### src/logic/exc_unit_defs.svh
`ifndef EXC_UNIT_DEFS_SVH
`define EXC_UNIT_DEFS_SVH

// Status register field positions
`define ST_U_BIT        0
`define ST_PIE_BIT      1
`define ST_EH_BIT       2
`define STATUS_RESET    32'h0000_0000

// Cause codes
`define CAUSE_DIV_ERR   5'h08
`define CAUSE_TLB_MISS  5'h0C
`define CAUSE_TLB_RD    5'h0E
`define CAUSE_TLB_WR    5'h0F
`define CAUSE_MPU_DATA  5'h10

// Break return address and zero register indices
`define BRK_RET_REG     5'h1E
`define ZERO_REG        5'h00

`endif

### src/logic/exc_unit_pkg.sv
package exc_unit_pkg;
    typedef enum logic [4:0] {
        ST_RESET  = 5'b00001,
        ST_INVAL  = 5'b00010,
        ST_RUN    = 5'b00100,
        ST_BREAK  = 5'b01000,
        ST_EXC    = 5'b10000
    } exc_state_t;

    typedef enum logic [1:0] {
        VEC_RESET   = 2'h0,
        VEC_GENERAL = 2'h1,
        VEC_FASTTLB = 2'h2,
        VEC_BREAK   = 2'h3
    } vector_sel_t;
endpackage

### src/logic/break_req_sync.sv
`timescale 1ns/1ns
// Three-stage synchroniser; a change is accepted once stages two and three
// agree, so a single glitch never reaches the sequencer.
module break_req_sync (
    input  wire logic ref_clk_in,
    input  wire logic rst_in,
    input  wire logic req_in,
    output logic      req_out
);
    logic s1;
    logic s2;
    logic s3;

    always_ff @(posedge ref_clk_in or posedge rst_in) begin
        if (rst_in) begin
            s1 <= 1'b0;
            s2 <= 1'b0;
            s3 <= 1'b0;
        end else begin
            s1 <= req_in;
            s2 <= s1;
            s3 <= s2;
        end
    end

    always_ff @(posedge ref_clk_in or posedge rst_in) begin
        if (rst_in) begin
            req_out <= 1'b0;
        end else if (s2 == s3) begin
            req_out <= s3;
        end
    end
endmodule

### src/logic/cpu_reset_break_exception_unit.sv
`timescale 1ns/1ns
// Overview of operation
// [RULE1] Simultaneous exceptions resolve by fixed table priority, highest first.
// [RULE2] Division error, if checking enabled, gives cause 8, general vector, pc.
// [RULE3] Data TLB miss outside handler: cause 12, fast miss vector, page+addr.
// [RULE4] Data TLB miss inside handler: cause 12, general vector, page+addr.
// [RULE5] Load permission fault: cause 14, general vector, page and address.
// [RULE6] Store permission fault: cause 15, general vector, page and address.
// [RULE7] Region violation on data access: cause 16, general vector, address.
// [RULE8] Reset clears the whole status register before the handler runs.
// [RULE9] After reset invalidate reset-vector cache line, then fetch handler.
// [RULE10] Reset leaves interrupts disabled and supervisor mode when protected.
// [RULE11] Register zero always reads zero; other registers undefined at reset.
// [RULE12] Break entered by break instruction or debug module hardware request.
// [RULE13] Break entry first copies full status into break saved status.
// [RULE14] Break entry clears interrupt enable bit in status.
// [RULE15] Break entry writes next instruction address into register 30.
// [RULE16] With MMU or MPU, break entry clears user mode bit.
// [RULE17] With MMU, break entry sets the exception handling bit.
// [RULE18] Break entry finally redirects fetch to fixed break vector.
// [RULE19] Breaks are accepted even while a general exception runs.
// [RULE20] Break return restores status from saved copy, jumps to register 30.
// [RULE21] Debug code may clobber only register 25, restoring all others.
// [RULE22] User mode bit one means user, zero means supervisor.
// [RULE23] Hardware break request is synchronised and taken at a boundary.
module cpu_reset_break_exception_unit
    import exc_unit_pkg::*;
#(
    parameter int          ADDR_W        = 32,
    parameter logic [31:0] RESET_VECTOR  = 32'h0000_0000,
    parameter logic [31:0] GENERAL_VECTOR = 32'h0000_0020,
    parameter logic [31:0] FASTTLB_VECTOR = 32'h0000_0040,
    parameter logic [31:0] BREAK_VECTOR  = 32'h0000_0100,
    parameter bit          HAS_MMU       = 1'b1,
    parameter bit          HAS_MPU       = 1'b0,
    parameter bit          DIV_CHECK     = 1'b1
)(
    input  wire logic              ref_clk_in,
    input  wire logic              rst_in,
    // Instruction boundary and faults reported by the pipeline
    input  wire logic              insn_boundary_in,
    input  wire logic [ADDR_W-1:0] insn_addr_in,
    input  wire logic [ADDR_W-1:0] data_addr_in,
    input  wire logic [19:0]       virtual_page_number_in,
    input  wire logic              div_error_in,
    input  wire logic              tlb_miss_data_in,
    input  wire logic              tlb_perm_read_in,
    input  wire logic              tlb_perm_write_in,
    input  wire logic              mpu_data_viol_in,
    input  wire logic              break_insn_in,
    input  wire logic              break_return_in,
    input  wire logic              hw_break_req_in,
    // Software writes to status and register file
    input  wire logic              status_wr_in,
    input  wire logic [31:0]       status_wdata_in,
    input  wire logic              gpr_wr_in,
    input  wire logic [4:0]        gpr_waddr_in,
    input  wire logic [31:0]       gpr_wdata_in,
    input  wire logic [4:0]        gpr_raddr_in,
    input  wire logic              cache_inval_done_in,
    // Outputs
    output logic [31:0]            gpr_rdata_out,
    output logic [31:0]            status_out,
    output logic [31:0]            break_status_out,
    output logic [31:0]            break_return_addr_out,
    output logic [31:0]            exception_return_address_reg_out,
    output logic [4:0]             cause_out,
    output logic [31:0]            bad_addr_out,
    output logic [19:0]            virtual_page_number_out,
    output logic                   redirect_out,
    output logic [31:0]            redirect_addr_out,
    output logic                   cache_inval_out,
    output logic [31:0]            cache_inval_addr_out,
    output logic                   fetch_enable_out,
    output logic                   exception_taken_out,
    output logic                   break_taken_out
);
`include "exc_unit_defs.svh"

    exc_state_t  state;
    logic        hw_break;
    logic [31:0] status;
    logic [31:0] gpr [1:31];
    logic        take_break;
    logic        take_exc;
    logic [4:0]  next_cause;
    vector_sel_t next_vec;
    logic        next_has_bad;
    logic        next_has_vpn;

    function automatic logic [31:0] vector_addr(input vector_sel_t v);
        case (v)
            VEC_RESET:   vector_addr = RESET_VECTOR;
            VEC_GENERAL: vector_addr = GENERAL_VECTOR;
            VEC_FASTTLB: vector_addr = FASTTLB_VECTOR;
            default:     vector_addr = BREAK_VECTOR;
        endcase
    endfunction

    break_req_sync u_sync (
        .ref_clk_in (ref_clk_in),
        .rst_in     (rst_in),
        .req_in     (hw_break_req_in),
        .req_out    (hw_break)
    );

    // Hardware break outranks every instruction-related fault, and breaks
    // are taken even while a general handler runs.
    assign take_break = (state == ST_RUN) && insn_boundary_in &&
                        (hw_break || break_insn_in); // [RULE12] [RULE19] [RULE23]

    // Fault priority follows the fixed table order. [RULE1]
    always_comb begin
        take_exc     = 1'b1;
        next_cause   = `CAUSE_DIV_ERR;
        next_vec     = VEC_GENERAL;
        next_has_bad = 1'b0;
        next_has_vpn = 1'b0;
        if (DIV_CHECK && div_error_in) begin
            next_cause = `CAUSE_DIV_ERR; // [RULE2]
        end else if (HAS_MMU && tlb_miss_data_in) begin
            next_cause   = `CAUSE_TLB_MISS;
            next_has_bad = 1'b1;
            next_has_vpn = 1'b1;
            if (status[`ST_EH_BIT]) begin
                next_vec = VEC_GENERAL; // [RULE4]
            end else begin
                next_vec = VEC_FASTTLB; // [RULE3]
            end
        end else if (HAS_MMU && tlb_perm_read_in) begin
            next_cause   = `CAUSE_TLB_RD; // [RULE5]
            next_has_bad = 1'b1;
            next_has_vpn = 1'b1;
        end else if (HAS_MMU && tlb_perm_write_in) begin
            next_cause   = `CAUSE_TLB_WR; // [RULE6]
            next_has_bad = 1'b1;
            next_has_vpn = 1'b1;
        end else if (HAS_MPU && mpu_data_viol_in) begin
            next_cause   = `CAUSE_MPU_DATA; // [RULE7]
            next_has_bad = 1'b1;
        end else begin
            take_exc = 1'b0;
        end
    end

    // Sequencer: reset invalidates one cache line, then the handler runs.
    always_ff @(posedge ref_clk_in or posedge rst_in) begin
        if (rst_in) begin
            state <= ST_RESET;
        end else begin
            case (state)
                ST_RESET: state <= ST_INVAL;
                ST_INVAL: begin
                    if (cache_inval_done_in) begin
                        state <= ST_RUN; // [RULE9]
                    end
                end
                ST_RUN:   state <= ST_RUN;
                default:  state <= ST_RUN;
            endcase
        end
    end

    assign cache_inval_out      = (state == ST_INVAL); // [RULE9]
    assign cache_inval_addr_out = RESET_VECTOR;
    assign fetch_enable_out     = (state == ST_RUN);

    // Status register; break entry wins over a software write.
    always_ff @(posedge ref_clk_in or posedge rst_in) begin
        if (rst_in) begin
            status <= `STATUS_RESET; // [RULE8] [RULE10] [RULE22]
        end else if (take_break) begin
            status[`ST_PIE_BIT] <= 1'b0; // [RULE14]
            if (HAS_MMU || HAS_MPU) begin
                status[`ST_U_BIT] <= 1'b0; // [RULE16] [RULE22]
            end
            if (HAS_MMU) begin
                status[`ST_EH_BIT] <= 1'b1; // [RULE17]
            end
        end else if (state == ST_RUN && insn_boundary_in && break_return_in) begin
            status <= break_status_out; // [RULE20]
        end else if (state == ST_RUN && insn_boundary_in && take_exc) begin
            status[`ST_PIE_BIT] <= 1'b0;
            if (HAS_MMU || HAS_MPU) begin
                status[`ST_U_BIT] <= 1'b0;
            end
            if (HAS_MMU) begin
                status[`ST_EH_BIT] <= 1'b1;
            end
        end else if (status_wr_in) begin
            status <= status_wdata_in;
        end
    end

    assign status_out = status;

    always_ff @(posedge ref_clk_in or posedge rst_in) begin
        if (rst_in) begin
            break_status_out <= 32'h0000_0000;
        end else if (take_break) begin
            break_status_out <= status; // [RULE13]
        end
    end

    // Register file: contents undefined after reset except register zero.
    always_ff @(posedge ref_clk_in) begin
        if (take_break) begin
            gpr[`BRK_RET_REG] <= insn_addr_in + 32'h0000_0004; // [RULE15]
        end else if (gpr_wr_in && gpr_waddr_in != `ZERO_REG) begin
            gpr[gpr_waddr_in] <= gpr_wdata_in;
        end
    end

    always_comb begin
        if (gpr_raddr_in == `ZERO_REG) begin
            gpr_rdata_out = 32'h0000_0000; // [RULE11]
        end else begin
            gpr_rdata_out = gpr[gpr_raddr_in];
        end
    end

    assign break_return_addr_out = gpr[`BRK_RET_REG];

    // Exception record registers
    always_ff @(posedge ref_clk_in or posedge rst_in) begin
        if (rst_in) begin
            cause_out                        <= 5'h00;
            bad_addr_out                     <= 32'h0000_0000;
            virtual_page_number_out          <= 20'h00000;
            exception_return_address_reg_out <= 32'h0000_0000;
        end else if (!take_break && state == ST_RUN && insn_boundary_in &&
                     !break_return_in && take_exc) begin
            cause_out <= next_cause;
            exception_return_address_reg_out <= insn_addr_in + 32'h0000_0004; // [RULE2]
            if (next_has_bad) begin
                bad_addr_out <= data_addr_in; // [RULE3] [RULE5] [RULE7]
            end
            if (next_has_vpn) begin
                virtual_page_number_out <= virtual_page_number_in;
            end
        end
    end

    // Redirect pulse and target
    always_ff @(posedge ref_clk_in or posedge rst_in) begin
        if (rst_in) begin
            redirect_out        <= 1'b0;
            redirect_addr_out   <= 32'h0000_0000;
            exception_taken_out <= 1'b0;
            break_taken_out     <= 1'b0;
        end else begin
            redirect_out        <= 1'b0;
            exception_taken_out <= 1'b0;
            break_taken_out     <= 1'b0;
            if (state == ST_INVAL && cache_inval_done_in) begin
                redirect_out      <= 1'b1;
                redirect_addr_out <= vector_addr(VEC_RESET); // [RULE9]
            end else if (take_break) begin
                redirect_out      <= 1'b1;
                break_taken_out   <= 1'b1;
                redirect_addr_out <= vector_addr(VEC_BREAK); // [RULE18]
            end else if (state == ST_RUN && insn_boundary_in && break_return_in) begin
                redirect_out      <= 1'b1;
                redirect_addr_out <= gpr[`BRK_RET_REG]; // [RULE20]
            end else if (state == ST_RUN && insn_boundary_in && take_exc) begin
                redirect_out        <= 1'b1;
                exception_taken_out <= 1'b1;
                redirect_addr_out   <= vector_addr(next_vec); // [RULE1]
            end
        end
    end
endmodule

### config.mk
export PLATFORM = sky130hd
export DESIGN_NAME = cpu_reset_break_exception_unit
export DESIGN_NICKNAME = d
export VERILOG_FILES = /design/src/logic/exc_unit_pkg.sv /design/src/logic/break_req_sync.sv /design/src/logic/cpu_reset_break_exception_unit.sv
export VERILOG_INCLUDE_DIRS = /design/src /design/src/logic
export SDC_FILE = /design/constraint.sdc
export NUM_CORES = 1
export LEC_CHECK = 0
export BUFFER_PORTS_ARGS = -buffer_cell sky130_fd_sc_hd__buf_2
export CAP_MARGIN = 30
export CORE_UTILIZATION = 30
export CTS_CLUSTER_SIZE = 12
export DETAILED_ROUTE_END_ITERATION = 8
export GPL_ROUTABILITY_DRIVEN = 1
export HOLD_SLACK_MARGIN = 0.1
export PLACE_DENSITY_LB_ADDON = 0.3
export SETUP_SLACK_MARGIN = 0.02
export SLEW_MARGIN = 20
export SYNTH_ARGS = -nofsm -noshare
export SYNTH_HDL_FRONTEND = slang
export SYNTH_SLANG_ARGS = --single-unit
export TNS_END_PERCENT = 100
### constraint.sdc
create_clock -name ref_clk_in -period 6.8 [get_ports ref_clk_in]
set_clock_uncertainty 0.2 [all_clocks]
set_input_delay 0.34 -clock ref_clk_in [delete_from_list [all_inputs] [get_ports ref_clk_in]]
set_output_delay 0.34 -clock ref_clk_in [all_outputs]
set_load 0.05 [all_outputs]
## Word level (Yosys, flattened, before mapping)

Memories as Yosys holds them, arrays and structs flattened.
Index checks and enable logic that the tools add are counted.

| operators by class | value |
|---|---|
| multiplexer cells | 41 |
| shift-type cells | 0 |
| $mul | 0 |
| add/subtract/negate cells | 1 |
| magnitude comparators | 0 |
| eq/ne operators | 8 |
| bitwise operators | 1 |
| reductions and logical operators | 22 |
| div/mod/pow operators | 0 |

Operators with widths:

| cell | number |
|---|---|
| $mux 32 | 8 |
| $add 32x3->32 const B | 1 |
| $reduce_or 32->1 | 1 |
| $mux 29 | 1 |
| $pmux 9 s3 | 1 |
| $mux 1 | 19 |
| $mux 3 | 6 |
| $logic_and 1x1->1 | 10 |
| $mux 5 | 2 |
| $pmux 5 s2 | 1 |
| $reduce_bool 4->1 | 2 |
| $mux 2 | 3 |
| $eq 5x1->1 const B | 1 |
| $eq 5x2->1 const B | 1 |
| $eq 5x3->1 const B | 1 |
| $logic_not 5->1 | 1 |
| $reduce_bool 5->1 | 1 |
| $ne 2x2->1 const B | 2 |
| $reduce_and 3->1 | 1 |
| $eq 2x1->1 const B | 1 |
| $eq 2x2->1 const B | 1 |
| $logic_not 1->1 | 2 |
| $logic_not 2->1 | 1 |
| $reduce_and 2->1 | 1 |
| 4 further kinds | 4 |

| storage, ports and cells | value |
|---|---|
| register bits | 197 |
| ROM bits | 0 |
| bits of input ports | 172 |
| output and inout bits | 286 |
| bits in latches | 0 |
| memories kept | 1 |
| logic and storage cells | 90 |
| bits in writable memories | 992 |

Memories:

| memory | depth | width | read ports | clocked after Yosys merged registers in | write ports | RTL line | source |
|---|---|---|---|---|---|---|---|
| gpr | 31 | 32 | 2 | 0 | 1 | cpu_reset_break_exception_unit.sv:83 | `logic [31:0] gpr [1:31];` |

## Logic depth before layout (Yosys ltp)

Gate-level depths: netlist of run 1.

| logic depth | value |
|---|---|
| depth in word-level cells | 9 |
| depth in mapped cells | 9 |
| depth with buffers taken out | 6 |

## Hierarchy

From an unflattened synthesis of run 1, not the netlist that was laid out.

| unflattened totals | value |
|---|---|
| cell total of the unflattened synthesis | 2837 |
| area total of the unflattened synthesis | 46923.8 µm² |

Modules (own cells, without submodules):

| module | cells each | seq. area each (µm²) | times used | area each (µm²) |
|---|---|---|---|---|
| cpu_reset_break_exception_unit | 2831 | 34544.4 | 1 | 46808.6 |
| break_req_sync | 6 | 100.1 | 1 | 115.1 |

## Least setup slack after synthesis of run 1

No wires, ideal clock.

| timing | value |
|---|---|
| path kind | flip-flop to flip-flop |
| start point | register state[0] |
| end point | memory gpr[18][0], enable pin |
| required time | 6.087 ns |
| path buffers | 2 |
| cell stages (with the launch flop) | 7 |
| arrival time | 4.659 ns |
| slack | 1.428 ns |
| period minus slack after synthesis | 5.372 ns |
| library setup time | 0.513 ns |
| cell sequence | dfstp_2 > and4bb_1 > buf_2 > o21ai_1 > buf_2 > and2_1 > nor4b_1 |

| between the ends | value |
|---|---|
| word-level cells in the longest chain between the ends | 7 |
| elaborated cells on any way between the ends | 10 |
| classes of those cells | 1 x eq/ne; 6 x mux; 3 x reduce/logical |

Ends and longest elaborated chain:

| what | RTL line | source |
|---|---|---|
| start: declaration | cpu_reset_break_exception_unit.sv:80 | `exc_state_t state;` |
| start signal: assignment | cpu_reset_break_exception_unit.sv:149 | `state <= ST_RESET;` |
| start signal: assignment | cpu_reset_break_exception_unit.sv:152 | `ST_RESET: state <= ST_INVAL;` |
| start signal: assignment | cpu_reset_break_exception_unit.sv:155 | `state <= ST_RUN;` |
| $eq 5x3->1 (*) | cpu_reset_break_exception_unit.sv:109 | `assign take_break = (state == ST_RUN) && insn_boundary_in &&` |
| $logic_and 1x1->1 (*) (2 in series) | cpu_reset_break_exception_unit.sv:109 |  |
| $mux 1 | cpu_reset_break_exception_unit.sv:207 | `if (take_break) begin` |
| $mux 1 (not written as such) | cpu_reset_break_exception_unit.sv:210 | `gpr[gpr_waddr_in] <= gpr_wdata_in;` |
| $reduce_or 32->1 (no source line) | - |  |
| $mux 5 (no source line) or $mux 1 (tied branches) | - |  |
| end: declaration | cpu_reset_break_exception_unit.sv:83 |  |

Mark *: on every way between the ends. The rest lies on a longest branch, timed or not.

## Worst setup path in the final report of run 1

| timing | value |
|---|---|
| start point | input gpr_raddr_in[0] |
| end point | output gpr_rdata_out[0] |

| between the ends | value |
|---|---|
| word-level cells in the longest chain between the ends | 2 |
| elaborated cells on any way between the ends | 3 |
| classes of those cells | 1 x mux; 1 x reduce/logical; 1 x memory |

Ends and longest elaborated chain:

| what | RTL line | source |
|---|---|---|
| start: declaration | cpu_reset_break_exception_unit.sv:59 | `input wire logic [4:0] gpr_raddr_in,` |
| $mem_v2 31x32 or $logic_not 5->1 (tied branches) | - |  |
| $mux 32 (*) | cpu_reset_break_exception_unit.sv:215 | `` if (gpr_raddr_in == `ZERO_REG) begin `` |
| end: declaration | cpu_reset_break_exception_unit.sv:62 | `output logic [31:0] gpr_rdata_out,` |

Marked as above.

==> flow_summary.json, run 1 <==
{
  "maxSlewHeadroom_pct": 30.7,
  "tightest_slew_ns": 1.03,
  "cts_tree": "done",
  "drt-initial-drc-count": 1749,
  "yosysSeqAreaShare_pct": 73.6,
  "crit_path_frequent_cell": "o21ai_0",
  "crit_path_end_kind": "output port",
  "setup_tns_ns": 0,
  "synthTopCellsByArea": "edfxtp_1 63%, dfrtp_1 10%, mux2_2 4.8%",
  "pre_cts_ws_ns": 2.30,
  "required_ns": 6.26,
  "grt_pass1_wl_mm": 190,
  "ys.warnings.count": 0,
  "synth.distinct_cells": 59,
  "ant_nets": 0,
  "vias": 27430,
  "ir_worst_vdd_mv": 0.228,
  "routabilityCongestion": 0.817,
  "rsz0062_at_grt": "no",
  "dr.pass1.iters": 5,
  "ys_seq_elements": 1186,
  "min_period_ns": 4.43,
  "cp-start-kind": "primary input",
  "syn_to_final_growth_pct": 23.1,
  "synth-edff-count": 992,
  "postCtsSetupBuffers": 0,
  "crit_chain": "buf_8 > buf_12 > nand2_2 > o22ai_1 > o21ai_0 > o211ai_1 > o21ai_0 > buf_2",
  "status": "complete, no violations",
  "worst-path-max-fanout": 76,
  "synth_top_family_by_area": "multiplexers",
  "path_clk_slew_ns": 0.06,
  "synthFlopType": "edfxtp_1",
  "finalHoldViolCount": 0,
  "min_period_over_period_pct": 65.1,
  "cts_max_level": 3,
  "synthTopCellsByCount": "992 x edfxtp_1, 215 x nand2_1, 199 x mux2_2",
  "rows": 144,
  "synthXorXnorAreaFrac_pct": 0.521,
  "grt_max_degree": 146,
  "max_freq_mhz": 226,
  "critPathArrivalTime_ns": 3.89,
  "fin_area_um2": 57900,
  "synthAdderAreaFrac_pct": 0.0479,
  "finalWirelength_mm": 130,
  "power.density_nw_per_um2": 298,
  "synth.avg_cell_area_um2": 16.9,
  "numPortBuffers": 423,
  "synthSimpleGateAreaFrac_pct": 4.34,
  "muxShareOfSynthArea_pct": 13.2,
  "cts-root-buf": "clkbuf_16",
  "hold_class": "flop to flop",
  "synth.most_common_cell": "edfxtp_1",
  "syn_area_um2": 47100,
  "syn_inst": 2779,
  "yosysTopAreaCellShare_pct": 63.3,
  "drive_gt1_share_pct": 29.5,
  "cp_slowest_stage_delay_ns": 0.73,
  "multi_input_area_um2": 11800,
  "leakagePower_uw": 0.0208,
  "clock_latency_ns": 0.72,
  "start_util_pct": 30.4,
  "vias_per_cell": 4.88,
  "cap_violations": 0,
  "dp_hpwl_mm": 77.0,
  "ios": 458,
  "design.core.area_um2": 155000,
  "grt_antenna_before_repair": 9,
  "wl_per_cell_um": 23.1,
  "rrSetupSlack_ns": 3.02,
  "synth_top_area_cell": "edfxtp_1",
  "clockBufferDepth": 3,
  "async_reset_ff_share_pct": 16.4,
  "grt_overflow": 0,
  "die_x_um": 398,
  "slew_violations": 0,
  "clock-sinks": 1186,
  "critPathSlowestCell": "nand2_2",
  "fill_cells": 14571,
  "criticalPathCategory": "primary input to output port",
  "fin_cells": 5624,
  "setup_viol": 0,
  "die_h_um": 398,
  "placed_cell_area_um2": 52000,
  "grt_pass1_vias": 28198,
  "ff_latch_area_um2": 34600,
  "track_usage_pct": 16.2,
  "placedCellCount": 5180,
  "cts_made_buffers": 121,
  "synth_compound_area_share_pct": 5.88,
  "finalNetCount": 3654,
  "setup_ws_ns": 2.37,
  "dieArea_um2": 158000,
  "drcViolationCount": 0
}
## layer usage
metal | up-vias | part of all wire (%) | global-route usage (%)
met5 | - | 0.021 | 0
met3 | 210 | 5.3 | 3.38
met1 | 14262 | 42 | 21.0
met2 | 721 | 49 | 27.0
met4 | 4 | 3.2 | 5.34
li1 | 12233 | - | -
## what timing repair did
| item | in CTS | in global routing |
|---|---|---|
| hold endpoints to repair | 909 | 0 |
| gates resized for setup | 0 | 0 |
| hold buffers | 220 | 0 |
## critical path, delay by kind of cell
family / cells / cell delay, ns
AND/OR/NAND/NOR: 1 / 0.73
AO/OA/AOI/OAI: 4 / 1.34
buffers and inverters: 3 / 1.33
## state kept, by name, indices dropped and copies added, names as in the netlist
register                          flops
u_sync.s2                             1
exception_taken_out                   1
status_out                           32
break_status_out                     32
state                                 3
break_taken_out                       1
virtual_page_number_out              20
exception_return_address_reg_out     32
u_sync.req_out                        1
redirect_out                          1
bad_addr_out                         32
u_sync.s3                             1
gpr                                 992
u_sync.s1                             1
redirect_addr_out                    32
cause_out                             4
## final timing paths
kind | start | endpoint | cells past startpoint
max | gpr_raddr_in[0] | gpr_rdata_out[0] | 8
min | u_sync.s1 | u_sync.s2 | 0
max reg2reg | state[0] | status_out[17] | 9
min reg2reg | u_sync.s1 | u_sync.s2 | 0
max in group asynchronous | rst_in | virtual_page_number_out[13] | 5
min in group asynchronous | rst_in | redirect_addr_out[26] | 4
## final cells by class
| cell class | instances | share of cell area, % |
|---|---|---|
| inverter | 8 | 0.0648 |
| tap | 2044 | 4.42 |
| clock inverter | 37 | 0.503 |
| sequential | 1186 | 59.8 |
| antenna | 5 | 0.0216 |
| clock buffer | 180 | 5.86 |
| timing repair buffer | 748 | 8.93 |
| multi-input combinational | 1416 | 20.4 |
## through the flow
| step | power (µW) | util, % | hold WS (ns) |
|---|---|---|---|
| 6_report | 17200 | 37.4 | 0.147 |
| 5_1_grt | 17800 | 37.4 | 0.141 |
| 4_1_cts | 17400 | 37.4 | 0.101 |
| 3_5_place_dp | 11000 | 33.6 | 0.136 |
| 3_3_place_gp | 11000 | 33.5 | 0.134 |
| 2_1_floorplan | 10200 | - | 0.131 |
## where the power goes
part	leakage, µW	internal [µW]	switching, µW
combinational	0.00768	672	1860
sequential	0.0113	8250	152
clock	0.00179	3560	2730
## layout by cell type, fill, tap and decap left out, types with 3 or more instances in the layout
master / Yosys / routed
buf_12: 0 / 4
clkinv_2: 0 / 8
xor2_1: 21 / 21
dfrtp_1: 193 / 193
mux2_2: 199 / 199
nand3_1: 16 / 15
and2_1: 4 / 4
o22ai_1: 64 / 64
edfxtp_1: 992 / 992
clkbuf_16: 0 / 123
nor3_2: 0 / 7
nor3_1: 48 / 41
nor2_4: 1 / 25
nand2_1: 215 / 214
mux2i_1: 176 / 176
a221oi_1: 47 / 47
buf_4: 53 / 94
a21oi_2: 0 / 29
nand4_1: 15 / 15
conb_1: 1 / 34
a22o_1: 78 / 78
a31oi_1: 30 / 30
and3_1: 4 / 4
nor2_1: 128 / 102
o211ai_1: 32 / 32
dlygate4sd3_1: 0 / 220
clkinv_1: 0 / 20
inv_1: 8 / 7
diode_2: 0 / 5
nand3b_1: 3 / 3
a21oi_1: 68 / 39
clkbuf_8: 0 / 11
xnor2_1: 7 / 7
mux2_1: 4 / 4
nand2b_1: 12 / 11
clkbuf_1: 85 / 47
o21ai_0: 83 / 82
buf_2: 43 / 425
mux4_2: 96 / 96
bufinv_16: 0 / 4
## logic make-up after synthesis
kind of cell    count (synthesis)
xor+xnor                       28
simple gates                  465
fa+ha+maj                       2
mux                           475
compound gates                412
flops                        1186
buf+inv                       210
other cells                     1
Power figures use the tool's default switching activity.
==> run 2, diff against run 1 <==
--- a/config.mk
+++ b/config.mk
@@ -6,6 +6,7 @@
 export SDC_FILE = /design/constraint.sdc
 export NUM_CORES = 1
 export LEC_CHECK = 0
+export ABC_AREA = 1
 export BUFFER_PORTS_ARGS = -buffer_cell sky130_fd_sc_hd__buf_2
 export CAP_MARGIN = 30
 export CORE_UTILIZATION = 30
==> constraint.sdc (replaced) <==
create_clock -name ref_clk_in -period 3.56 [get_ports ref_clk_in]
set_clock_uncertainty 0.2 [all_clocks]
set_input_delay 0.178 -clock ref_clk_in [delete_from_list [all_inputs] [get_ports ref_clk_in]]
set_output_delay 0.178 -clock ref_clk_in [all_outputs]
set_load 0.05 [all_outputs]
==> run 2 against run 1 <==
Compared with the run above: critical path depth increased by 7; global-route usage increased by 2.8 points; largest power group unchanged; non-clock buffer count increased by 256; utilization increased by 1.5 points; synthesized area increased by 9.5%.
==> flow_summary.json, run 2 <==
{
  "status": "complete, no violations",
  "drive_gt1_share_pct": 14.2,
  "synth-edff-count": 992,
  "numPortBuffers": 423,
  "yosysSeqAreaShare_pct": 67.2,
  "rsz0062_at_grt": "yes",
  "synthFlopType": "edfxtp_1",
  "dr.pass1.iters": 6,
  "drcViolationCount": 0,
  "cts_tree": "done",
  "die_x_um": 417,
  "grt_antenna_before_repair": 16,
  "synthTopCellsByCount": "2114 x nand2_1, 992 x edfxtp_1, 615 x nand3_1",
  "synth.distinct_cells": 34,
  "min_period_over_period_pct": 97.3,
  "p_int_uw": 24800,
  "crit_path_end_kind": "flop",
  "grt_pass1_vias": 37826,
  "dp_hpwl_mm": 103,
  "min_from": "u_sync.s1",
  "ios": 458,
  "yosysTopAreaCellShare_pct": 57.8,
  "p_comb_share_pct": 16.7,
  "criticalPathCategory": "primary input to flop",
  "finalWirelength_mm": 166,
  "cts-root-buf": "clkbuf_16",
  "clock_power_share_pct": 37.2,
  "slew_violations": 0,
  "routabilityCongestion": 0.926,
  "critPathSlowestCell": "dlygate4sd3_1",
  "setup_viol": 0,
  "clock-sinks": 1186,
  "cap_violations": 0,
  "dieArea_um2": 173000,
  "p_sw_uw": 10200,
  "required_ns": 4.03,
  "r2r_start": "state[0]",
  "synth.most_common_cell": "nand2_1",
  "die_h_um": 417,
  "vias_per_cell": 4.62,
  "cp_top_family": "buffers and inverters",
  "min_period_ns": 3.47,
  "tightest_slew_ns": 0.742,
  "grt_overflow": 0,
  "power.density_nw_per_um2": 529,
  "synth.avg_cell_area_um2": 9.83,
  "drt-initial-drc-count": 3154,
  "final_common_cell": "nand2_1",
  "cp-start-kind": "primary input",
  "rrSetupSlack_ns": 0.16,
  "grt_pass1_wl_mm": 246,
  "fin_cells": 8444,
  "cts_max_level": 4,
  "async_reset_ff_share_pct": 16.4,
  "clockBufferDepth": 3,
  "ys.warnings.count": 0,
  "syn_area_um2": 51500,
  "synthTopCellsByArea": "edfxtp_1 58%, nand2_1 15%, dfrtp_1 9.4%",
  "vias": 39017,
  "finalNetCount": 6290,
  "path_clk_slew_ns": 0.06,
  "regMostFlops": "gpr",
  "ys_seq_elements": 1186,
  "timing.hold.ws_ns": 0.165,
  "crit_path_frequent_cell": "nand2_1",
  "worst-path-max-fanout": 8,
  "critPathArrivalTime_ns": 3.93,
  "leakagePower_uw": 0.0288,
  "finalHoldViolCount": 0,
  "cp_slowest_stage_delay_ns": 0.57,
  "rows": 151,
  "crit_start": "insn_addr_in[2]",
  "grt_max_degree": 94,
  "setup_ws_ns": 0.0947,
  "design.core.area_um2": 170000,
  "clock_latency_ns": 0.78,
  "start_util_pct": 30.3,
  "cts_made_buffers": 132,
  "wl_per_cell_um": 19.7,
  "final_cell_mix": "2114 x nand2_1, 992 x edfxtp_1, 615 x nand3_1",
  "p_sw_share_pct": 29.2,
  "ant_nets": 0,
  "largest_reg_flops": 992,
  "placedCellCount": 7774,
  "path_buf_inv": 6,
  "crit_chain": "dlygate4sd3_1 > buf_2 > ha_1 > nand3_1 > inv_1 > nand2_1 > nor2_2 > nand2_1 > nand2_1 > dlygate4sd3_1 > nand2_1 > dlygate4sd3_1 > nand2_1 > dlygate4sd3_1 > nand2_1",
  "maxSlewHeadroom_pct": 50.5,
  "hold_class": "flop to flop",
  "pwr-share-seq_pct": 46.1,
  "syn_to_final_growth_pct": 28.2,
  "ir_worst_vdd_mv": 0.412,
  "track_usage_pct": 19.0,
  "pre_cts_ws_ns": 0.535,
  "max_freq_mhz": 289,
  "fin_util_pct": 38.9,
  "synth_top_area_cell": "edfxtp_1",
  "syn_inst": 5246
}
[run 2: cell types whose count changed after synthesis, sizes merged, moves of 47 or more]
cell    delta
nand2   +1899
inv      +606
nand3    +604
mux2     -203
mux2i    -176
mux4      -96
a22o      -78
clkbuf    +78
or2       +73
a21oi     -67
o22ai     -64
a221oi    -47
[run 2: cell families after synthesis]
kind of cell             Yosys count  synth area share (%)
other                              1               0.00728
AO/OA/AOI/OAI                    109                  1.08
flip-flops                      1186                  67.2
AND/OR/NAND/NOR                 3017                  24.3
XOR/XNOR                          15                 0.255
adder cells (fa/ha/maj)            2                0.0437
buffers and inverters            916                  7.13
[run 2: timing repair]
action / 4_1_cts / 5_1_grt
buffers inserted: 0 / 3
setup endpoints to repair: 0 / 59
hold buffers: 423 / 0
endpoints found under the hold margin: 1732 / 0
gates resized for setup: 0 / 4
[run 2: stage by stage]
| stage | power, µW | setup TNS (ns) | area, µm² |
|---|---|---|---|
| floorplan | 19700 | -69.89 | 51700 |
| global placement | 21700 | 0 | 57700 |
| detailed placement | 21800 | 0 | 57700 |
| CTS | 35200 | 0 | 66000 |
| global route | 36100 | -0.0260 | 66100 |
| finish | 35000 | 0 | 66100 |
[run 2: layer usage]
metal  global-route usage [%]  vias up  share of wire [%]
met5                        0        -                  0
met4                     7.91        0                3.9
met2                     31.6     1151                 49
met1                     24.7    18917                 43
li1                         -    18606                  -
met3                     2.67      343                4.9
[run 2: final timing paths]
kind                                                        end  cells past startpoint
max in group asynchronous                 redirect_addr_out[28]                      6
setup reg to reg                     virtual_page_number_out[9]                      9
min in group asynchronous                      bad_addr_out[19]                      4
hold / removal                                        u_sync.s2                      0
setup / recovery           exception_return_address_reg_out[30]                     15
hold reg to reg                                       u_sync.s2                      0
[run 2: layout make-up]
class,instances,area [µm²]
Fill cell,16386,104000
Sequential cell,1186,34600
Multi-Input combinational cell,3177,13600
Timing Repair Buffer,1004,8670
Clock buffer,168,3580
Tap cell,2218,2780
Inverter,616,2330
Clock inverter,68,487
Antenna cell,7,17.5
[run 2: power by group through the flow]
stage               sequential (µW)  combinational, µW  clock [µW]
floorplan                     17800               1870           0
global placement              16400               5380           0
detailed placement            16400               5410           0
CTS                           16100               5830       13300
global route                  16200               6180       13800
finish                        16100               5830       13000
